<file path="config.mk">
export PLATFORM = sky130hd
export DESIGN_NAME = shared_four_bit_port
export DESIGN_NICKNAME = d
export VERILOG_FILES = /design/src/shared/shared_four_bit_port_pkg.sv /design/src/port_apb_decode.sv /design/src/port_pin_mux.sv /design/src/shared_four_bit_port.sv
export SDC_FILE = /design/constraint.sdc
export NUM_CORES = 1
export LEC_CHECK = 0
export CORE_MARGIN = 2
export CORE_UTILIZATION = 45
export CTS_CLUSTER_DIAMETER = 120
export DETAILED_ROUTE_END_ITERATION = 12
export DONT_BUFFER_PORTS = 1
export SETUP_SLACK_MARGIN = 0.05
export SYNTH_ARGS = -nofsm -noshare
export SYNTH_HDL_FRONTEND = slang
export SYNTH_SLANG_ARGS = --single-unit
</file>
<file path="constraint.sdc">
create_clock -name sys_clk_i -period 5.6 [get_ports sys_clk_i]
set_input_delay 0.56 -clock sys_clk_i [delete_from_list [all_inputs] [get_ports sys_clk_i]]
set_output_delay 0.56 -clock sys_clk_i [all_outputs]
set_load 0.01 [all_outputs]
</file>
<file path="src/shared/shared_four_bit_port_pkg.sv">
// constants, carriers and decode helpers for the shared four-bit port
`default_nettype none
package shared_four_bit_port_pkg;

    localparam int unsigned PIN_COUNT = 4;
    localparam int unsigned REG_W     = 8;
    localparam int unsigned BUS_W     = 32;
    localparam int unsigned ADDR_MIN  = 18;
    localparam int unsigned IOC_W     = 3;

    // register indices; byte address is four times the index
    localparam logic [15:0] DIR_IDX = 16'hffd4;
    localparam logic [15:0] VAL_IDX = 16'hffd6;
    localparam logic [15:0] FN_IDX  = 16'hffd8;

    // reset and read-back values
    localparam logic [7:0]  DIR_RST  = 8'h00;
    localparam logic [7:0]  DIR_READ = 8'hff;
    localparam logic [7:0]  VAL_RST  = 8'h00;
    localparam logic [31:0] FN_RST   = 32'h0000_0000;

    // pin function register layout
    localparam int unsigned FN_PAT_LSB   = 0;
    localparam int unsigned FN_OE_LSB    = 4;
    localparam int unsigned FN_TIMER3_PWM_SELECT_BIT  = 8;
    localparam int unsigned FN_TIMER4_PWM_SELECT_BIT  = 9;
    localparam int unsigned FN_IOC_LSB   = 10;
    localparam int unsigned FN_USED_W    = 22;
    localparam int unsigned IOC_CAP_BIT  = 2;

    typedef struct packed {
        logic             out_en;
        logic             pwm;
        logic [IOC_W-1:0] io_ctrl;
    } timer_ctrl_t;

    typedef struct packed {
        logic        pattern_en;
        timer_ctrl_t tmr;
    } pin_fn_t;

    typedef enum logic [1:0] {
        ROLE_PORT_IN  = 2'b00,
        ROLE_PORT_OUT = 2'b01,
        ROLE_PATTERN  = 2'b11,
        ROLE_TIMER    = 2'b10
    } pin_role_t;

    // timer drives the pin: enabled and compare output selected, or on side A pwm selected
    function automatic logic timer_out_sel(input timer_ctrl_t c,
                                           input logic side_a);
        logic cmp;
        cmp = !c.io_ctrl[IOC_CAP_BIT] && (c.io_ctrl[1:0] != 2'b00);
        timer_out_sel = c.out_en && (cmp || (side_a && c.pwm));
    endfunction

    // pin level is routed to the timer capture input
    function automatic logic capture_sel(input timer_ctrl_t c);
        capture_sel = !c.pwm && c.io_ctrl[IOC_CAP_BIT];
    endfunction

    function automatic logic [ADDR_MIN-1:0] reg_addr(input logic [15:0] i);
        reg_addr = {i, 2'b00};
    endfunction

endpackage
`default_nettype wire

</file>
<file path="src/port_apb_decode.sv">
// apb address decode and strobes for the shared four-bit port
`default_nettype none
module port_apb_decode #(
    parameter int unsigned ADDR_W = 18
) (
    // apb request
    input  wire logic              psel_i,
    input  wire logic              penable_i,
    input  wire logic              pwrite_i,
    input  wire logic [ADDR_W-1:0] paddr_i,
    // decoded
    output logic                   hit_dir_o,
    output logic                   hit_val_o,
    output logic                   hit_fn_o,
    output logic                   setup_o,
    output logic                   wr_stb_o,
    output logic                   err_o
);
    logic mapped;

    assign hit_dir_o = paddr_i ==
        ADDR_W'(shared_four_bit_port_pkg::reg_addr(
            shared_four_bit_port_pkg::DIR_IDX));
    assign hit_val_o = paddr_i ==
        ADDR_W'(shared_four_bit_port_pkg::reg_addr(
            shared_four_bit_port_pkg::VAL_IDX));
    assign hit_fn_o  = paddr_i ==
        ADDR_W'(shared_four_bit_port_pkg::reg_addr(
            shared_four_bit_port_pkg::FN_IDX));
    assign mapped    = hit_dir_o || hit_val_o || hit_fn_o;
    assign setup_o   = psel_i && !penable_i;
    // pready is always high, so the access cycle completes the transfer
    assign wr_stb_o  = psel_i && penable_i && pwrite_i && mapped;
    assign err_o     = psel_i && penable_i && !mapped;
endmodule
`default_nettype wire

</file>
<file path="src/port_pin_mux.sv">
// function selection for one shared port pin
`default_nettype none
module port_pin_mux #(
    parameter bit SIDE_A = 1'b0
) (
    // configuration
    input  wire shared_four_bit_port_pkg::pin_fn_t fn_i,
    input  wire logic                              dir_i,
    input  wire logic                              val_i,
    // sources
    input  wire logic                              pattern_i,
    input  wire logic                              timer_i,
    // result
    output logic                                   drive_o,
    output logic                                   drive_en_o,
    output logic                                   capture_en_o,
    output shared_four_bit_port_pkg::pin_role_t    role_o
);
    always_comb begin
        // timer output wins over direction and pattern
        if (shared_four_bit_port_pkg::timer_out_sel(fn_i.tmr, SIDE_A)) begin
            role_o = shared_four_bit_port_pkg::ROLE_TIMER;
        end else if (!dir_i) begin
            role_o = shared_four_bit_port_pkg::ROLE_PORT_IN;
        end else if (fn_i.pattern_en) begin
            role_o = shared_four_bit_port_pkg::ROLE_PATTERN;
        end else begin
            role_o = shared_four_bit_port_pkg::ROLE_PORT_OUT;
        end
    end

    always_comb begin
        case (role_o)
            shared_four_bit_port_pkg::ROLE_TIMER: begin
                drive_o    = timer_i;
                drive_en_o = 1'b1;
            end
            shared_four_bit_port_pkg::ROLE_PATTERN: begin
                drive_o    = pattern_i;
                drive_en_o = 1'b1;
            end
            shared_four_bit_port_pkg::ROLE_PORT_OUT: begin
                drive_o    = val_i;
                drive_en_o = 1'b1;
            end
            default: begin
                drive_o    = 1'b0;
                drive_en_o = 1'b0;
            end
        endcase
    end

    assign capture_en_o = shared_four_bit_port_pkg::capture_sel(fn_i.tmr);
endmodule
`default_nettype wire

</file>
<file path="src/shared_four_bit_port.sv">
// four-bit general-purpose port shared with pattern and timer pins
//
// The implementer's own choice: the APB slave port.
`default_nettype none
module shared_four_bit_port #(
    parameter int unsigned ADDR_W = 18
) (
    // clock and reset
    input  wire logic                   sys_clk_i,
    input  wire logic                   rst_i,
    // apb slave
    input  wire logic                   psel_i,
    input  wire logic                   penable_i,
    input  wire logic                   pwrite_i,
    input  wire logic [ADDR_W-1:0]      paddr_i,
    input  wire logic [31:0]            pwdata_i,
    input  wire logic [3:0]             pstrb_i,
    output logic [31:0]                 prdata_o,
    output logic                        pready_o,
    output logic                        pslverr_o,
    // power states
    input  wire logic                   hw_standby_i,
    input  wire logic                   sw_standby_i,
    // pattern controller and timer sources
    input  wire logic [3:0]             pattern_data_i,
    input  wire logic [3:0]             timer_out_i,
    // timer capture inputs
    output logic [3:0]                  capture_en_o,
    output logic [3:0]                  capture_level_o,
    // pins
    input  wire logic [3:0]             pin_in_i,
    output logic [3:0]                  pin_out_o,
    output logic [3:0]                  pin_oe_o
);
    localparam int unsigned N = shared_four_bit_port_pkg::PIN_COUNT;
    localparam int unsigned W = shared_four_bit_port_pkg::REG_W;

    if (ADDR_W < shared_four_bit_port_pkg::ADDR_MIN) begin : g_chk
        $error("ADDR_W too narrow for the register map");
    end

    // registers
    logic [W-1:0]   dir_q;
    logic [W-1:0]   val_q;
    logic [31:0]    fn_q;
    logic [31:0]    prdata_q;
    logic [N-1:0]   pin_out_q;
    logic [N-1:0]   pin_oe_q;
    logic [N-1:0]   cap_en_q;
    logic [N-1:0]   cap_lvl_q;

    // decode
    logic           hit_dir;
    logic           hit_val;
    logic           hit_fn;
    logic           setup;
    logic           wr_stb;
    logic           bus_err;

    // per-pin results
    shared_four_bit_port_pkg::pin_fn_t   pin_fn   [N];
    shared_four_bit_port_pkg::pin_role_t pin_role [N];
    logic [N-1:0]   drive;
    logic [N-1:0]   drive_en;
    logic [N-1:0]   cap_en;
    logic [W-1:0]   port_read;
    logic [31:0]    read_mux;

    port_apb_decode #(
        .ADDR_W (ADDR_W)
    ) u_decode (
        .psel_i    (psel_i),
        .penable_i (penable_i),
        .pwrite_i  (pwrite_i),
        .paddr_i   (paddr_i),
        .hit_dir_o (hit_dir),
        .hit_val_o (hit_val),
        .hit_fn_o  (hit_fn),
        .setup_o   (setup),
        .wr_stb_o  (wr_stb),
        .err_o     (bus_err)
    );

    // direction register
    always_ff @(posedge sys_clk_i or posedge rst_i) begin
        if (rst_i) begin
            dir_q <= shared_four_bit_port_pkg::DIR_RST;
        end else if (hw_standby_i) begin
            dir_q <= shared_four_bit_port_pkg::DIR_RST;
        end else if (wr_stb && hit_dir && pstrb_i[0]) begin
            dir_q <= pwdata_i[W-1:0];
        end
    end

    // value register, all eight bits stored
    always_ff @(posedge sys_clk_i or posedge rst_i) begin
        if (rst_i) begin
            val_q <= shared_four_bit_port_pkg::VAL_RST;
        end else if (hw_standby_i) begin
            val_q <= shared_four_bit_port_pkg::VAL_RST;
        end else if (wr_stb && hit_val && pstrb_i[0]) begin
            val_q <= pwdata_i[W-1:0];
        end
    end

    // pin function register, byte lanes honoured
    always_ff @(posedge sys_clk_i or posedge rst_i) begin
        if (rst_i) begin
            fn_q <= shared_four_bit_port_pkg::FN_RST;
        end else if (hw_standby_i) begin
            fn_q <= shared_four_bit_port_pkg::FN_RST;
        end else if (wr_stb && hit_fn) begin
            for (int b = 0; b < 4; b++) begin
                if (pstrb_i[b]) begin
                    fn_q[8*b +: 8] <= pwdata_i[8*b +: 8];
                end
            end
        end
    end

    // unpack function controls per pin
    always_comb begin
        for (int p = 0; p < N; p++) begin
            pin_fn[p].pattern_en =
                fn_q[shared_four_bit_port_pkg::FN_PAT_LSB + p];
            pin_fn[p].tmr.out_en =
                fn_q[shared_four_bit_port_pkg::FN_OE_LSB + p];
            pin_fn[p].tmr.io_ctrl = fn_q[
                shared_four_bit_port_pkg::FN_IOC_LSB
                + p*shared_four_bit_port_pkg::IOC_W +:
                shared_four_bit_port_pkg::IOC_W];
            // pins 0,1 belong to timer 3, pins 2,3 to timer 4
            pin_fn[p].tmr.pwm = (p < 2) ?
                fn_q[shared_four_bit_port_pkg::FN_TIMER3_PWM_SELECT_BIT] :
                fn_q[shared_four_bit_port_pkg::FN_TIMER4_PWM_SELECT_BIT];
        end
    end

    // no chip mode enters the selection
    for (genvar p = 0; p < N; p++) begin : g_pin
        port_pin_mux #(
            .SIDE_A ((p % 2) == 0)
        ) u_mux (
            .fn_i         (pin_fn[p]),
            .dir_i        (dir_q[p]),
            .val_i        (val_q[p]),
            .pattern_i    (pattern_data_i[p]),
            .timer_i      (timer_out_i[p]),
            .drive_o      (drive[p]),
            .drive_en_o   (drive_en[p]),
            .capture_en_o (cap_en[p]),
            .role_o       (pin_role[p])
        );
    end

    // pin drivers
    always_ff @(posedge sys_clk_i or posedge rst_i) begin
        if (rst_i) begin
            pin_out_q <= '0;
            pin_oe_q  <= '0;
        end else if (hw_standby_i) begin
            pin_out_q <= '0;
            pin_oe_q  <= '0;
        end else if (!sw_standby_i) begin
            pin_out_q <= drive;
            pin_oe_q  <= drive_en;
        end
    end

    // timer capture routing
    always_ff @(posedge sys_clk_i or posedge rst_i) begin
        if (rst_i) begin
            cap_en_q  <= '0;
            cap_lvl_q <= '0;
        // hardware standby drops capture routing with the registers
        end else if (hw_standby_i) begin
            cap_en_q  <= '0;
            cap_lvl_q <= '0;
        end else begin
            cap_en_q  <= cap_en;
            cap_lvl_q <= pin_in_i & cap_en;
        end
    end

    // port read value
    always_comb begin
        port_read = val_q;
        for (int p = 0; p < N; p++) begin
            port_read[p] = dir_q[p] ? val_q[p] : pin_in_i[p];
        end
    end

    always_comb begin
        read_mux = '0;
        if (hit_dir) begin
            read_mux[W-1:0] = shared_four_bit_port_pkg::DIR_READ;
        end else if (hit_val) begin
            read_mux[W-1:0] = port_read;
        end else if (hit_fn) begin
            read_mux[shared_four_bit_port_pkg::FN_USED_W-1:0] =
                fn_q[shared_four_bit_port_pkg::FN_USED_W-1:0];
        end
    end

    // read data captured in the setup cycle, held through the access
    always_ff @(posedge sys_clk_i or posedge rst_i) begin
        if (rst_i) begin
            prdata_q <= '0;
        end else if (setup && !pwrite_i) begin
            prdata_q <= read_mux;
        end
    end

    assign prdata_o        = prdata_q;
    assign pready_o        = 1'b1;
    assign pslverr_o       = bus_err;
    assign pin_out_o       = pin_out_q;
    assign pin_oe_o        = pin_oe_q;
    assign capture_en_o    = cap_en_q;
    assign capture_level_o = cap_lvl_q;
endmodule
`default_nettype wire

</file>
==> results of run 1 <==
## final cells by class
type                    count  area share (%)
clock buffers              10            3.77
clock inverters             5            1.58
inverters                   6           0.617
multi-input cells         212            40.9
flip-flops and latches     72            49.4
well taps                  99            3.39
repair buffers              2           0.411
## worst min-delay path by stage
| stage | slack (ns) | startpoint | cells past startpoint | endpoint |
|---|---|---|---|---|
| global placement | 0.49 | fn_q[20]$_DFFE_PP0P_ | 1 | prdata_o[20]$_DFFE_PP0P_ |
| finish | 0.29 | hw_standby_i | 1 | fn_q[20]$_DFFE_PP0P_ |
| detailed placement | 0.51 | fn_q[14]$_DFFE_PP0P_ | 1 | prdata_o[14]$_DFFE_PP0P_ |
| floorplan | 0.47 | fn_q[8]$_DFFE_PP0P_ | 1 | capture_en_o[1]$_DFF_PP0_ |
| global route | 0.26 | hw_standby_i | 1 | fn_q[18]$_DFFE_PP0P_ |
| CTS | 0.26 | hw_standby_i | 1 | fn_q[16]$_DFFE_PP0P_ |
## cell usage after synthesis, types with 4 or more instances
master,number,area share (%)
nor3_1,5,0.73
mux2_2,4,1.3
inv_1,6,0.65
a2111oi_0,4,1.0
and3_1,4,0.73
a32oi_1,4,1.0
clkbuf_1,15,1.6
a21oi_1,17,2.5
nand3b_1,5,1.1
a221o_1,4,1.2
a221oi_1,4,1.0
buf_4,11,2.4
dfrtp_1,72,52
mux2i_1,24,7.0
nand4_1,20,3.6
nand2b_1,28,5.1
nor2_1,11,1.2
o21ai_0,20,2.9
nor3b_1,5,1.1
and2_1,4,0.73
a22o_1,14,3.6
## where the power goes
part           switching [mW]  total [mW]  internal [mW]
Combinational          0.0236      0.0350         0.0114
Clock                   0.199       0.414          0.215
Sequential            0.00263       0.524          0.521
## sequential cells by signal, summed over array words and instances (netlist names)
signal	flops
pin_out_o	4
pin_oe_o	4
prdata_o	22
capture_level_o	4
dir_q	4
capture_en_o	4
fn_q	22
val_q	8
## logic make-up (layout without fill, tap and decap cells)
logic type | after synthesis | in the layout | share of synthesized area, %
buffers and inverters | 36 | 23 | 5.44
DFF | 72 | 72 | 52.3
other | 2 | 11 | 0.218
AOI/OAI and AO/OA | 69 | 69 | 13.7
muxes | 28 | 28 | 8.28
and+or+nand+nor | 104 | 104 | 20.1
## critical path: stages
cell       delay [ns]
nand4bb_4        0.21
or3_4            0.51
a21oi_1          0.21
nor2_1           0.10
## stage by stage
| step | setup slack, ns | power (mW) |
|---|---|---|
| CTS | 3.43 | 0.980 |
| floorplan | 3.22 | 0.575 |
| global route | 3.38 | 1.01 |
| global placement | 3.15 | 0.570 |
| finish | 3.44 | 0.973 |
| detailed placement | 3.13 | 0.571 |
## per-layer routing
layer	up-vias	routed length [um]	global-route usage, %
met1	1236	3630	25.8
met4	0	117	7.20
li1	1106	-	-
met3	10	499	5.56
met5	-	0	0
met2	70	3960	33.1
==> metrics.md, run 1 <==
| Metric | Value |
|---|---|
| Average size of a mapped cell | `11.1 um2` |
| Ant. Diodes | `0` |
| Most common cell after layout, fill and taps aside | `dfrtp_1` |
| Starting density of the core | `47.0%` |
| Fin. Hold Viols | `0` |
| Area of the multi-input gates | `0.00149 mm2` |
| Post-synth cell types | `39` |
| CP endpoint | `pslverr_o` |
| FILL cells | `651` |
| Worst r2r path cells | `4` |
| Post-cts resize count | `0` |
| DRT Pass-1 Iters | `4` |
| Die Span X | `91.5 um` |
| Port Buffers | `0` |
| Post-synth EDFFs | `0` |
| Crit end category | `output port` |
| Cell area after layout | `0.00365 mm2` |
| CTS clk-pin slew, worst paths | `0.08 ns` |
| Via density per instance | `5.97` |
| Max Fclk | `0.463 GHz` |
| DP Wirelength | `5.74 mm` |
| Slew @ Worst Pin | `1.16 ns` |
| Critical Path Source Type | `input port` |
| Synth-to-layout area growth | `5.88%` |
| Total negative slack | `0 ns` |
| Predominant post-synthesis flop cell | `dfrtp_1` |
| Die Ht | `91.5 um` |
| Reg2Reg Capture Point | `pin_out_o[2]$_DFFE_PP0P_` |
| Pwr/cell area | `267 mW/mm2` |
| Placed Cells | `391` |
| Worst Setup SP | `paddr_i[2]` |
| DRC | `0` |
| Total gr overflow | `0` |
| Max Fanout on Critical Path | `23` |
| Most frequent cells in the layout | `72 x dfrtp_1, 28 x nand2b_1, 24 x mux2i_1, 20 x nand4_1, 20 x o21ai_0` |
| H-tree levels | `3` |
| Syn Std Cell Area | `0.00345 mm2` |
| VDD IR max | `0.121 mV` |
| Final cell count without fillers | `406` |
| Hold Path Class | `input port to flop` |
| Clock Skew | `0.0129 ns` |
| Sequential fraction of the synthesis area | `52.3%` |
| Final period util | `38.6%` |
| CTS sink count | `72` |
| R2r setup slk | `3.93 ns` |
| Rel. slew slack | `22.3%` |
| Initial antenna violation count | `0` |
| Run status | `complete, no violations` |
| CTS tree | `yes` |
| Final Max Tran Viols | `0` |
| Total die area | `0.00838 mm2` |
| # Max-Cap Violations | `0` |
| Mapped Cells | `311` |
| Worst r2r src | `fn_q[18]$_DFFE_PP0P_` |
| Lkg Pwr | `1.60 nW` |
| WP data required | `5.04 ns` |
| Unrepaired setup endpoints after global routing | `false` |
| Final ANT Viol Nets | `0` |
| Synthesized flop and latch total | `72` |
| Yosys warning total | `0` |
| Util after Layout | `49.8%` |
| Via count of the routed design | `2422` |
| Sequential Area | `0.00180 mm2` |
| Fraction of registers with async set/reset | `100%` |
| WP data arrival | `1.60 ns` |
| Largest net degree at the start of global routing | `73` |
| Fin Hold WS | `0.288 ns` |
| Routed wire length per instance | `20.2 um` |
| TritonCTS Buffers | `9` |
| Initial drt markers | `89` |
| Vias in the first global route | `2397` |
| Clock Latency Late Sink | `0.34 ns` |
| Gpl congestion | `0.773` |
| Post-Route WL | `8.21 mm` |
| CTS root buf | `clkbuf_8` |
| Core ar. | `0.00733 mm2` |
| Share of cells above drive strength 1 | `11.4%` |
| Post-CTS Setup Repair Bufs | `0` |
| Critical path class | `input port to output port` |
| Final nets | `376` |
| Total GRT Usage | `20.3%` |
| Num ports | `123` |
| Min cycle time layout | `2.16 ns` |
| Hold_buf cts | `0` |
| First-pass GRT wire length | `13.1 mm` |
| DP Area | `0.00345 mm2` |
| Final setup vio count | `0` |
| Cell Rows | `31` |
| Clock Path Buffers | `2` |
(Power assumes the default switching activity.)
==> inputs of run 2 (changes only) <==
--- a/config.mk
+++ b/config.mk
@@ -5,6 +5,7 @@
 export SDC_FILE = /design/constraint.sdc
 export NUM_CORES = 1
 export LEC_CHECK = 0
+export ABC_AREA = 1
 export CORE_MARGIN = 2
 export CORE_UTILIZATION = 45
 export CTS_CLUSTER_DIAMETER = 120
==> constraint.sdc (replaced) <==
create_clock -name sys_clk_i -period 2.05 [get_ports sys_clk_i]
set_input_delay 0.205 -clock sys_clk_i [delete_from_list [all_inputs] [get_ports sys_clk_i]]
set_output_delay 0.205 -clock sys_clk_i [all_outputs]
set_load 0.01 [all_outputs]
==> run 2 against run 1 <==
Critical path depth increased by 2. Sequential share of layout area decreased by 3.0 points. Worst setup slack worse by 2.7 ns. Global-route usage is 0.13 points higher. Utilization grew 0.23 points. Routed wire length up 4.0%. Hold slack lost 0.27 ns. Flip-flop and latch count unchanged. Synthesized cell count grew 52%. Combinational power grew to 6.5 times the previous value. Clock skew is 0.0058 ns lower. Largest cell class unchanged. Largest power group unchanged.
==> metrics.md, run 2 <==
| Metric | Value |
|---|---|
| WP data arrival | `1.11 ns (was 1.60 ns)` |
| # Max-Cap Violations | `0 (unchanged)` |
| Final setup vio count | `0 (unchanged)` |
| Yosys warning total | `0 (unchanged)` |
| First-pass GRT wire length | `13.8 mm (was 13.1 mm)` |
| Sequential fraction of the synthesis area | `49.5% (was 52.3%)` |
| Largest net degree at the start of global routing | `35 (was 73)` |
| Pwr/cell area | `692 mW/mm2 (was 267 mW/mm2)` |
| Run status | `complete, no violations (unchanged)` |
| Final nets | `549 (was 376)` |
| Post-synth top cells | `143 x nand2_1, 76 x nand3_1, 72 x dfrtp_1 (was 72 x dfrtp_1, 28 x nand2b_1, 24 x mux2i_1)` |
| Worst r2r path cells | `6 (was 4)` |
| Post-synth EDFFs | `0 (unchanged)` |
| Synth-to-layout area growth | `6.63% (was 5.88%)` |
| Min cycle time layout | `1.32 ns` |
| Critical path class | `input port to output port (unchanged)` |
| WHS Endpoint | `fn_q[10]$_DFFE_PP0P_ (was fn_q[20]$_DFFE_PP0P_)` |
| VDD IR max | `0.275 mV (was 0.121 mV)` |
| FILL cells | `796 (was 651)` |
| Hold Path Class | `input port to flop (unchanged)` |
| Initial antenna violation count | `0 (unchanged)` |
| Ant. Diodes | `0 (unchanged)` |
| Gate power share | `8.5% (was 3.6%)` |
| Slew @ Worst Pin | `0.573 ns (was 1.16 ns)` |
| Clock Latency Late Sink | `0.34 ns (about the same)` |
| Clock power share | `34.8% (was 42.5%)` |
| Max Fclk | `0.759 GHz` |
| H-tree levels | `3 (unchanged)` |
| CTS tree | `yes (unchanged)` |
| Core ar. | `0.00777 mm2 (was 0.00733 mm2)` |
| Sequential share of power | `56.7% (was 53.9%)` |
| Mapped Cells | `472 (was 311)` |
| Area contributors post-synth | `dfrtp_1 49%, nand2_1 15%, nand3_1 10%, inv_1 5.7%, nor2_1 3.9% (was dfrtp_1 52%, mux2i_1 7.0%, nand2b_1 5.1%, nand4_1 3.6%, a22o_1 3.6%)` |
| Total negative slack | `0 ns (unchanged)` |
| WP data required | `1.85 ns (was 5.04 ns)` |
| Die Span X | `94.0 um (was 91.5 um)` |
| DRC | `0 (unchanged)` |
| Max Fanout on Critical Path | `11 (was 23)` |
| Most common cell in the synthesized netlist | `nand2_1 (was dfrtp_1)` |
| Most frequent cells in the layout | `143 x nand2_1, 76 x nand3_1, 72 x dfrtp_1, 54 x inv_1, 38 x nor2_1 (was 72 x dfrtp_1, 28 x nand2b_1, 24 x mux2i_1, 20 x nand4_1, 20 x o21ai_0)` |
| Reg2Reg Capture Point | `pin_out_o[2]$_DFFE_PP0P_ (unchanged)` |
| Via density per instance | `4.98 (was 5.97)` |
| Num ports | `123 (unchanged)` |
| Port Buffers | `0 (unchanged)` |
| Starting density of the core | `46.9% (was 47.0%)` |
| Total GRT Usage | `20.4% (was 20.3%)` |
| Clock Skew | `0.00710 ns (was 0.0129 ns)` |
| Routed wire length per instance | `14.7 um (was 20.2 um)` |
| Final ANT Viol Nets | `0 (unchanged)` |
| Post-Route WL | `8.54 mm (was 8.21 mm)` |
| TritonCTS Buffers | `9 (unchanged)` |
| Final period util | `64.3%` |
| Via count of the routed design | `2901 (was 2422)` |
| Cell Rows | `32 (was 31)` |
| Fin. Hold Viols | `0 (unchanged)` |
| Sw frac | `26.5% (was 23.2%)` |
| Syn Std Cell Area | `0.00364 mm2 (was 0.00345 mm2)` |
| Sequential Area | `0.00180 mm2 (unchanged)` |
| Total gr overflow | `0 (unchanged)` |
| Hold Crit Start | `hw_standby_i (unchanged)` |
| Clock Path Buffers | `2 (unchanged)` |
| Synthesized flop and latch total | `72 (unchanged)` |
| Hold Crit Depth | `3 (was 1)` |
| Post-cts resize count | `0 (unchanged)` |
| R2r setup slk | `0.77 ns (was 3.93 ns)` |
| DRT Pass-1 Iters | `4 (unchanged)` |
| Synth top area share | `49.5% (was 52.3%)` |
| CTS root buf | `clkbuf_8 (unchanged)` |
| Share of cells above drive strength 1 | `11.5% (was 11.4%)` |
| Total die area | `0.00883 mm2 (was 0.00838 mm2)` |
| Util after Layout | `50.0% (was 49.8%)` |
| Switching power | `0.714 mW (was 0.225 mW)` |
| Yosys top cell by area | `dfrtp_1 (unchanged)` |
| Worst r2r src | `fn_q[9]$_DFFE_PP0P_ (was fn_q[18]$_DFFE_PP0P_)` |
| Post-synth cell types | `31 (was 39)` |
| Critical Path Source Type | `input port (unchanged)` |
| DP Wirelength | `6.29 mm (was 5.74 mm)` |
| Unrepaired setup endpoints after global routing | `false (unchanged)` |
| Fraction of registers with async set/reset | `100% (unchanged)` |
| Lkg Pwr | `2.18 nW (was 1.60 nW)` |
| Internal Power | `1.97 mW (was 0.748 mW)` |
| Initial drt markers | `159 (was 89)` |
| Rel. slew slack | `61.7% (was 22.3%)` |
| Crit end category | `output port (unchanged)` |
| Most common cell after layout, fill and taps aside | `nand2_1 (was dfrtp_1)` |
| CTS clk-pin slew, worst paths | `0.07 ns (was 0.08 ns)` |
| Gpl congestion | `0.827 (was 0.773)` |
| Average size of a mapped cell | `7.72 um2 (was 11.1 um2)` |
| CTS sink count | `72 (unchanged)` |
| Vias in the first global route | `2776 (was 2397)` |
| Die Ht | `94.0 um (was 91.5 um)` |
| Final Max Tran Viols | `0 (unchanged)` |
| Area of the multi-input gates | `0.00148 mm2 (was 0.00149 mm2)` |
| Predominant post-synthesis flop cell | `dfrtp_1 (unchanged)` |
==> run 2: cell count changes after synthesis, moves of 6 or more <==
cell / previous run / this run
o21ai_0: 20 / 10
inv_2: 0 / 7
or2_2: 0 / 8
mux2i_1: 24 / 0
nand4_1: 20 / 0
inv_1: 6 / 55
nand2_1: 3 / 143
a21oi_1: 17 / 2
nand3_1: 2 / 76
clkbuf_1: 15 / 9
nand2b_1: 28 / 0
nor2_1: 11 / 38
a22o_1: 14 / 0
==> run 2: power groups by stage <==
stage / Clock [mW] / Combinational (mW) / Sequential, mW
6_report: 0.935 / 0.228 / 1.52
3_3_place_gp: 0 / 0.224 / 1.55
3_5_place_dp: 0 / 0.226 / 1.55
4_1_cts: 0.960 / 0.233 / 1.53
5_1_grt: 1.01 / 0.266 / 1.53
2_1_floorplan: 0 / 0.197 / 1.54
==> run 2: cell families after synthesis <==
| kind of cell | count (synthesis) | share of synthesized area (%) |
|---|---|---|
| AOI/OAI and AO/OA | 20 | 3.30 |
| and+or+nand+nor | 290 | 36.1 |
| buffers and inverters | 88 | 11.0 |
| other | 2 | 0.206 |
| DFF | 72 | 49.5 |
==> run 2: worst max-delay path: stages <==
cell     delay [ns]
nor2_2         0.12
nand3_2        0.14
nor2_4         0.33
nand2_4        0.14
nand2_1        0.10
nor3_1         0.08
==> run 2: worst max path at each step <==
stage,startpoint,to,slack [ns],depth (start not counted)
after detailed placement,paddr_i[1],val_q[5]$_DFFE_PP0P_,0.56,8
after global placement,paddr_i[1],val_q[7]$_DFFE_PP0P_,0.57,8
final,paddr_i[1],pslverr_o,0.73,6
after global routing,paddr_i[2],pslverr_o,0.63,6
after CTS,paddr_i[1],pslverr_o,0.74,6
after floorplan,paddr_i[1],fn_q[0]$_DFFE_PP0P_,0.84,9
==> run 2: layout make-up <==
type	count	share of cell area, %
Tap cell	102	3.29
Clock inverter	4	0.580
Multi-Input combinational cell	321	38.0
Inverter	65	6.57
Sequential cell	72	46.4
Timing Repair Buffer	7	1.80
Clock buffer	11	3.38
==> run 2: layer usage <==
| metal | routed length [um] | GRT usage (%) | vias up |
|---|---|---|---|
| li1 | - | - | 1454 |
| met1 | 3990 | 28.7 | 1322 |
| met2 | 3740 | 30.5 | 116 |
| met3 | 706 | 5.38 | 9 |
| met4 | 110 | 7.25 | 0 |
| met5 | 0 | 0 | - |
==> run 2: repair_timing <==
| item | CTS | global route |
|---|---|---|
| hold endpoints to repair | 32 | 0 |
| buffers inserted | 0 | 0 |
| hold buffers | 2 | 0 |
==> run 2: stage by stage <==
step / setup WS (ns) / power (mW) / hold WS, ns / cell area (um2) / cells
finish: 0.733 / 2.69 / 0.0144 / 3880 / 582
floorplan: 0.840 / 1.74 / 0.328 / 3680 / 481
global placement: 0.574 / 1.78 / 0.164 / 3710 / 565
global route: 0.628 / 2.81 / 0.0153 / 3880 / 582
detailed placement: 0.557 / 1.78 / 0.168 / 3710 / 565
CTS: 0.744 / 2.72 / 0.00735 / 3880 / 582
